`src/cvs_pkg.sv`:
```
// Register map, field layout and timing constants of the conversion sequencer
package cvs_pkg;

  // Command-byte addresses
  localparam logic [7:0] ADDR_COMMON_STATUS = 8'h02;
  localparam logic [7:0] ADDR_MAIN_CONFIG = 8'h03;
  localparam logic [7:0] ADDR_INTERVAL_SEL = 8'h04;
  localparam logic [7:0] ADDR_CHAN_ENABLE = 8'h05;
  localparam logic [7:0] ADDR_ONE_SHOT = 8'h0f;

  // Field positions
  localparam int STANDBY_BIT = 6;
  localparam int BUSY_BIT = 7;
  localparam int INTERVAL_LSB = 0;
  localparam int LOCAL_EN_BIT = 0;
  localparam int REMOTE1_EN_BIT = 1;
  localparam int REMOTE2_EN_BIT = 2;

  // Reset values
  localparam logic [7:0] MAIN_CONFIG_RST = 8'h00;
  localparam logic [7:0] INTERVAL_SEL_RST = 8'h02;
  localparam logic [7:0] CHAN_ENABLE_RST = 8'h1f;

  // Interval codes
  localparam logic [1:0] RATE_CONTINUOUS = 2'h0;
  localparam logic [1:0] RATE_364MS = 2'h1;
  localparam logic [1:0] RATE_1S = 2'h2;
  localparam logic [1:0] RATE_2500MS = 2'h3;

  // Timing: clock rate, millisecond prescale and interval lengths
  localparam int CLK_HZ = 10_000_000;
  localparam int MS_PER_S = 1000;
  localparam int MS_CYCLES = CLK_HZ / MS_PER_S;
  localparam logic [11:0] INTERVAL_364_MS = 12'd364;
  localparam logic [11:0] INTERVAL_1000_MS = 12'd1000;
  localparam logic [11:0] INTERVAL_2500_MS = 12'd2500;
  // One channel conversion; three channels give about 102 ms per sequence
  localparam logic [7:0] CONV_TIME_MS = 8'd34;

  localparam int NUM_CHAN = 3;
  localparam logic [1:0] CHAN_NONE = 2'h3;

endpackage : cvs_pkg

```
`src/cvs_tmr_if.sv`:
```
// Link between the sequencer and its millisecond interval timer
`timescale 1ns/100ps
`default_nettype none
interface cvs_tmr_if;
  logic restart;
  logic msTick;
  logic [11:0] msElapsed;
  modport seq (output restart, input msTick, input msElapsed);
  modport tmr (input restart, output msTick, output msElapsed);
endinterface : cvs_tmr_if
`default_nettype wire

```
`src/cvs_interval_timer.sv`:
```
// Millisecond prescaler and elapsed-time counter since the last restart
`timescale 1ns/100ps
`default_nettype none
module cvs_interval_timer
  import cvs_pkg::*;
#(
  parameter int MS_CYC = MS_CYCLES
) (
  // Clock and reset
  input wire logic clk_sys,
  input wire logic nrst,
  // Timer link
  cvs_tmr_if.tmr tmr
);

  logic [23:0] preCnt_ff;
  logic [23:0] nxt_preCnt;
  logic [11:0] msElapsed_ff;
  logic [11:0] nxt_msElapsed;
  logic tick;

  assign tick = (preCnt_ff == 24'(MS_CYC - 1));
  assign tmr.msTick = tick;
  assign tmr.msElapsed = msElapsed_ff;

  always_comb begin
    nxt_preCnt = preCnt_ff + 24'h1;
    nxt_msElapsed = msElapsed_ff;
    if (tick) begin
      nxt_preCnt = 24'h0;
      // Saturate rather than wrap so a long wait never looks short
      if (msElapsed_ff != 12'hfff) begin
        nxt_msElapsed = msElapsed_ff + 12'h1;
      end
    end
    if (tmr.restart) begin
      nxt_preCnt = 24'h0;
      nxt_msElapsed = 12'h0;
    end
  end

  always_ff @(posedge clk_sys) begin
    if (!nrst) begin
      preCnt_ff <= 24'h0;
      msElapsed_ff <= 12'h0;
    end else begin
      preCnt_ff <= nxt_preCnt;
      msElapsed_ff <= nxt_msElapsed;
    end
  end

endmodule : cvs_interval_timer
`default_nettype wire

```
`src/cvs_conversion_sequencer.sv`:
```
// Conversion scheduler: standby, one-shot, interval select, channel enables
`timescale 1ns/100ps
`default_nettype none
// Notes on behaviour
// - A software standby bit resets to zero; one stops, zero converts.
// - In standby, a write to the one-shot address runs one sequence.
// - A two-bit interval field, reset to code 2, sets sequence spacing.
// - Code 0 is continuous, 1 is 0.364 s, 2 is 1 s and 3 is 2.5 s.
// - Enabled channels convert in turn, then the block idles out the rest.
// - A channel whose enable bit is zero is skipped in every sequence.
// - Skipped channels shorten continuous mode but not timed intervals.
// - Enable bit 2 is remote 2, bit 1 remote 1, bit 0 the local channel.
// - Reserved bits of the three control registers always read zero.
// - The value written to the one-shot address is ignored.
// - A busy flag in the common status register shows a conversion.
module cvs_conversion_sequencer
  import cvs_pkg::*;
#(
  parameter int MS_CYC = MS_CYCLES,
  parameter logic [7:0] CONV_MS = CONV_TIME_MS
) (
  // Clock and reset
  input wire logic clk_sys,
  input wire logic nrst,
  // Register port from the management-bus slave
  input wire logic [7:0] regAddr,
  input wire logic regWrEn,
  input wire logic [7:0] regWrData,
  output logic [7:0] regRdData,
  // Conversion control to the front end
  output logic convBusy,
  output logic [2:0] convChanOh
);

  typedef enum logic [2:0] {
    ST_IDLE = 3'b001,
    ST_CONV = 3'b010,
    ST_WAIT = 3'b100
  } cvs_state_t;

  ////////////////////////////////////////////////////////////////////////////
  // Control registers

  logic softwareStandby_ff;
  logic nxt_softwareStandby;
  logic [1:0] intervalSelect_ff;
  logic [1:0] nxt_intervalSelect;
  logic [2:0] chanEnable_ff;
  logic [2:0] nxt_chanEnable;
  logic [7:0] rdData_ff;
  logic [7:0] nxt_rdData;
  logic oneShotWr;

  // Only the write event matters, never the data
  assign oneShotWr = regWrEn && (regAddr == ADDR_ONE_SHOT);

  always_comb begin
    nxt_softwareStandby = softwareStandby_ff;
    nxt_intervalSelect = intervalSelect_ff;
    nxt_chanEnable = chanEnable_ff;
    if (regWrEn) begin
      case (regAddr)
        ADDR_MAIN_CONFIG: begin
          nxt_softwareStandby = regWrData[STANDBY_BIT];
        end
        ADDR_INTERVAL_SEL: begin
          nxt_intervalSelect = regWrData[INTERVAL_LSB +: 2];
        end
        ADDR_CHAN_ENABLE: begin
          nxt_chanEnable = regWrData[2:0];
        end
        default: begin
        end
      endcase
    end
  end

  // Unstored bits stay zero on read
  always_comb begin
    nxt_rdData = 8'h00;
    case (regAddr)
      ADDR_COMMON_STATUS: begin
        nxt_rdData[BUSY_BIT] = convBusy;
      end
      ADDR_MAIN_CONFIG: begin
        nxt_rdData[STANDBY_BIT] = softwareStandby_ff;
      end
      ADDR_INTERVAL_SEL: begin
        nxt_rdData[INTERVAL_LSB +: 2] = intervalSelect_ff;
      end
      ADDR_CHAN_ENABLE: begin
        nxt_rdData[LOCAL_EN_BIT] = chanEnable_ff[0];
        nxt_rdData[REMOTE1_EN_BIT] = chanEnable_ff[1];
        nxt_rdData[REMOTE2_EN_BIT] = chanEnable_ff[2];
      end
      default: begin
      end
    endcase
  end

  always_ff @(posedge clk_sys) begin
    if (!nrst) begin
      softwareStandby_ff <= MAIN_CONFIG_RST[STANDBY_BIT];
      intervalSelect_ff <= INTERVAL_SEL_RST[1:0];
      chanEnable_ff <= CHAN_ENABLE_RST[2:0];
      rdData_ff <= 8'h00;
    end else begin
      softwareStandby_ff <= nxt_softwareStandby;
      intervalSelect_ff <= nxt_intervalSelect;
      chanEnable_ff <= nxt_chanEnable;
      rdData_ff <= nxt_rdData;
    end
  end

  assign regRdData = rdData_ff;

  ////////////////////////////////////////////////////////////////////////////
  // Interval timer

  cvs_tmr_if tmrLink ();

  cvs_interval_timer #(
    .MS_CYC(MS_CYC)
  ) u_timer (
    .clk_sys(clk_sys),
    .nrst(nrst),
    .tmr(tmrLink.tmr)
  );

  logic [11:0] intervalMs;

  always_comb begin
    case (intervalSelect_ff)
      RATE_364MS: intervalMs = INTERVAL_364_MS;
      RATE_1S: intervalMs = INTERVAL_1000_MS;
      RATE_2500MS: intervalMs = INTERVAL_2500_MS;
      default: intervalMs = 12'h0;
    endcase
  end

  ////////////////////////////////////////////////////////////////////////////
  // Sequencer

  // First enabled channel above index 'from' (use CHAN_NONE to start)
  function automatic logic [1:0] nextChan(input logic [2:0] en,
                                          input logic [1:0] from);
    logic [1:0] found;
    found = CHAN_NONE;
    for (int i = NUM_CHAN - 1; i >= 0; i--) begin
      if (en[i] && ((from == CHAN_NONE) || (i > int'(from)))) begin
        found = 2'(i);
      end
    end
    return found;
  endfunction : nextChan

  cvs_state_t state_ff;
  cvs_state_t nxt_state;
  logic [1:0] chan_ff;
  logic [1:0] nxt_chan;
  logic [7:0] convMs_ff;
  logic [7:0] nxt_convMs;
  logic startSeq;
  logic [1:0] firstChan;
  logic [1:0] followChan;

  // Standby clear runs free; a one-shot write only counts in standby
  assign startSeq = !softwareStandby_ff || oneShotWr;
  assign firstChan = nextChan(chanEnable_ff, CHAN_NONE);
  assign followChan = nextChan(chanEnable_ff, chan_ff);

  always_comb begin
    nxt_state = state_ff;
    nxt_chan = chan_ff;
    nxt_convMs = convMs_ff;
    tmrLink.restart = 1'b0;
    case (state_ff)
      ST_IDLE: begin
        if (startSeq) begin
          tmrLink.restart = 1'b1;
          nxt_convMs = 8'h0;
          nxt_chan = firstChan;
          if (firstChan != CHAN_NONE) begin
            nxt_state = ST_CONV;
          end else if (!softwareStandby_ff &&
                       intervalSelect_ff != RATE_CONTINUOUS) begin
            nxt_state = ST_WAIT;
          end
        end
      end
      ST_CONV: begin
        if (tmrLink.msTick) begin
          nxt_convMs = convMs_ff + 8'h1;
          if (convMs_ff == CONV_MS - 8'h1) begin
            nxt_convMs = 8'h0;
            nxt_chan = followChan;
            if (followChan == CHAN_NONE) begin
              // Continuous mode and one-shot end at the last channel
              if (softwareStandby_ff ||
                  intervalSelect_ff == RATE_CONTINUOUS) begin
                nxt_state = ST_IDLE;
              end else begin
                nxt_state = ST_WAIT;
              end
            end
          end
        end
      end
      ST_WAIT: begin
        // Timed from sequence start, so skipped channels add idle time
        if (softwareStandby_ff || tmrLink.msElapsed >= intervalMs) begin
          nxt_state = ST_IDLE;
        end
      end
      default: begin
        nxt_state = ST_IDLE;
      end
    endcase
  end

  always_ff @(posedge clk_sys) begin
    if (!nrst) begin
      state_ff <= ST_IDLE;
      chan_ff <= CHAN_NONE;
      convMs_ff <= 8'h0;
    end else begin
      state_ff <= nxt_state;
      chan_ff <= nxt_chan;
      convMs_ff <= nxt_convMs;
    end
  end

  assign convBusy = (state_ff == ST_CONV);

  always_comb begin
    convChanOh = 3'h0;
    if (state_ff == ST_CONV && chan_ff != CHAN_NONE) begin
      convChanOh[chan_ff] = 1'b1;
    end
  end

endmodule : cvs_conversion_sequencer
`default_nettype wire

```
`config.mk`:
```
export PLATFORM = sky130hd
export DESIGN_NAME = cvs_conversion_sequencer
export DESIGN_NICKNAME = d
export VERILOG_FILES = /design/src/cvs_pkg.sv /design/src/cvs_tmr_if.sv /design/src/cvs_interval_timer.sv /design/src/cvs_conversion_sequencer.sv
export SDC_FILE = /design/constraint.sdc
export NUM_CORES = 1
export LEC_CHECK = 0
export ABC_AREA = 1
export BUFFER_PORTS_ARGS = -buffer_cell sky130_fd_sc_hd__buf_2
export CORE_ASPECT_RATIO = 1.25
export CORE_MARGIN = 2
export CORE_UTILIZATION = 50
export DETAILED_ROUTE_END_ITERATION = 6
export MAX_ROUTING_LAYER = met4
export PLACE_DENSITY = 0.72
export SYNTH_ARGS = -nofsm -noshare
export SYNTH_HDL_FRONTEND = slang
export SYNTH_SLANG_ARGS = --single-unit
export TNS_END_PERCENT = 50
```
`constraint.sdc`:
```
create_clock -name clk_sys -period 1.95 [get_ports clk_sys]
set_input_delay 0 -clock clk_sys [delete_from_list [all_inputs] [get_ports clk_sys]]
set_output_delay 0 -clock clk_sys [all_outputs]
set_load 0.01 [all_outputs]
```
==> impl_metrics.py <==
metrics = {
    "outcome": {
        "outcome": "completed",
    },
    "clock_network": {
        "clkLatencyLatePin_ns": 0.34,
        "clockBufferDepth": 2,
        "cts.sinks": 60,
        "clockRootBuffer": "clkbuf_8",
        "htree_levels": 3,
        "clk_pin_slew_ns": 0.06,
        "cts-buffers-inserted": 9,
        "cts_setup_buffers": 0,
        "cts_tree": "built",
    },
    "place": {
        "dp_hpwl_um": 5910,
        "dpl_cell_area_mm2": 0.00389,
        "portBuffers": 23,
        "numPlacedInstances": 654,
        "globalplace.congestion": 0.891,
    },
    "job": {
        "drv_cap": 0,
    },
    "setup_path": {
        "cp-end-kind": "flip-flop",
        "r2r_end": "state_ff[1]",
        "crit_type": "reg2reg",
        "worst_ep_required_time_ns": 2.19,
        "reg2regPathDepth": 10,
        "critPathLaunchType": "flip-flop",
        "r2r_start": "intervalSelect_ff[1]",
        "reg2reg_slack_ns": 0.15,
        "cp_max_fo": 4,
        "arrival_ns": 2.04,
    },
    "grt": {
        "grt_max_degree": 25,
        "antenna_found_initial": 0,
        "grt_pass1_vias": 3389,
        "track_usage": 0.225,
        "grt_overflow": 0,
        "grt_pass1_wl_um": 14000,
    },
    "detailed_routing": {
        "drt_pass1_iterations": 4,
        "via_per_inst": 5.06,
        "wl_um": 8040,
        "drc": 0,
        "vias": 3434,
        "dr.max_layer_used": "met4",
        "wl_met2_um": 4080,
        "m1WireLength_um": 3520,
        "drt_iter0_markers": 156,
        "route.met3.wl_um": 225,
        "wl_per_cell_um": 11.9,
        "antenna_left": 0,
    },
    "sta": {
        "hold_viol_final": 0,
        "setup_violations": 0,
        "fin_crit_sh": 0.924,
        "setup_tns_ns": 0,
        "slew_violations": 0,
        "finalHoldWorstSlack_ns": 0.0499,
        "finalCriticalPeriod_ns": 1.80,
        "fmax_mhz": 555,
        "fin_skew_ns": 0.00643,
    },
    "floorplanning": {
        "fp.dieH_um": 99.2,
        "dieWidth_um": 80.2,
        "die_area_mm2": 0.00796,
        "row_count": 34,
        "io_pins": 31,
        "initial_core_util": 0.520,
        "core_area_mm2": 0.00698,
    },
    "min_path": {
        "hold_class": "in2reg",
        "worstHoldStart": "regAddr[2]",
        "hold_path_depth": 4,
        "hold_end": "regRdData[6]",
    },
    "layout": {
        "most-common-layout-cells": "136 x nand2_1, 76 x nor2_1, 58 x dfxtp_1",
        "syn_to_final_growth_pct": 16.1,
        "layout_commonest_cell": "nand2_1",
        "fill_cells": 667,
        "final_cells": 678,
        "n_antenna_cell": 0,
        "design_area_mm2": 0.00421,
        "drive_gt1_frac": 0.151,
        "nets": 625,
    },
    "logic_synthesis": {
        "ys_ff_latch": 60,
        "synth-seq-area-share": 0.331,
        "synth_area_per_cell_um2": 6.72,
        "synth_warnings": 0,
        "synth_cell_types": 37,
        "postSynthCellCount": 540,
        "netlist_area_mm2": 0.00363,
    },
    "power_and_ir_drop": {
        "leakage_uw": 0.00169,
        "p_total_uw": 3350,
        "powerDensity_mw_per_mm2": 796,
        "irDropWorstVdd_mv": 0.459,
    },
}
-- Yosys cell counts, drive strengths merged --
cell type	number	area [um2]
nor3b	2	20.0
ha	22	275
o31ai	2	15.0
xor2	12	105
clkbuf	3	11.3
a21o	2	15.0
o311a	1	10.0
nand4	8	50.1
buf	9	61.3
a31o	1	8.76
conb	1	3.75
nor4	1	6.26
xnor2	9	78.8
or2	12	75.1
nor3	21	126
nand3	42	220
nor2	79	307
o21ai	11	58.8
nand2	141	537
dfxtp	60	1200
inv	59	221
o211ai	3	22.5
a21oi	39	199
-- per-layer routing --
layer / GRT usage / vias up
li1: - / 1810
met1: 0.254 / 1553
met2: 0.376 / 52
met3: 0.0354 / 19
met4: 0.125 / 0
met5: - / -
-- final cells by class --
type                    count  area [um2]  area share
well taps                  90         113      0.0267
clock inverters             2        35.0     0.00831
inverters                  59         224      0.0531
multi-input cells         411        2190       0.519
repair buffers             43         300      0.0713
clock buffers              13         149      0.0353
flip-flops and latches     60        1210       0.286
-- state kept, by name, indices dropped and copies added, names as in the netlist, 2 cells and up --
register	cells
chanEnable_ff	3
chan_ff	2
convMs_ff	8
intervalSelect_ff	2
regRdData	5
state_ff	3
u_timer.preCnt_ff	24
u_timer.tmr.msElapsed	12
-- where the power goes --
group / leakage, uW / internal (uW) / total, uW / switching, uW
Clock: 0.0000935 / 618 / 1100 / 480
Sequential: 0.000486 / 1300 / 1390 / 88.4
Combinational: 0.00111 / 313 / 866 / 553
Total: 0.00169 / 2230 / 3350 / 1120
-- worst max path at each step --
| stage | from | endpoint | slack [ns] |
|---|---|---|---|
| after global routing | intervalSelect_ff[1] | state_ff[1] | -0.01 |
| final | intervalSelect_ff[1] | state_ff[1] | 0.15 |
| after detailed placement | intervalSelect_ff[0] | state_ff[1] | -0.01 |
| after floorplan | intervalSelect_ff[1] | state_ff[0] | 0.14 |
| after CTS | intervalSelect_ff[0] | state_ff[1] | 0.02 |
| after global placement | intervalSelect_ff[0] | state_ff[0] | 0.08 |
-- worst max-delay path: stages (launching register included) --
cell     delay, ns
dfxtp_4       0.36
buf_4         0.14
ha_1          0.18
inv_1         0.07
ha_1          0.26
o21ai_0       0.11
nand4_1       0.20
a21oi_4       0.19
nor2_2        0.05
nor2_1        0.09
nor2_1        0.05
-- per-stage QoR --
step | worst slack (ns) | util
2_1_floorplan | 0.144 | -
3_5_place_dp | -0.0121 | 0.557
3_3_place_gp | 0.0774 | 0.557
5_1_grt | -0.0146 | 0.604
6_report | 0.148 | 0.604
4_1_cts | 0.0171 | 0.597
-- logic make-up (layout without fill, tap and decap cells) --
logic type	Yosys count	count (layout)	synth area share
buf+inv	71	117	0.0810
other cells	1	3	0.00103
xor+xnor	21	21	0.0507
compound gates	59	59	0.0907
flops	60	60	0.331
simple gates	306	306	0.370
fa+ha+maj	22	22	0.0759
-- timing repair --
item | 4_1_cts | 5_1_grt
hold buffers | 9 | 0
pin swaps | 0 | 6
hold endpoints to repair | 9 | 0
endpoints found under the setup margin | 2 | 3
resized for setup | 1 | 17
Note: power is estimated with default switching activity, not from simulation.
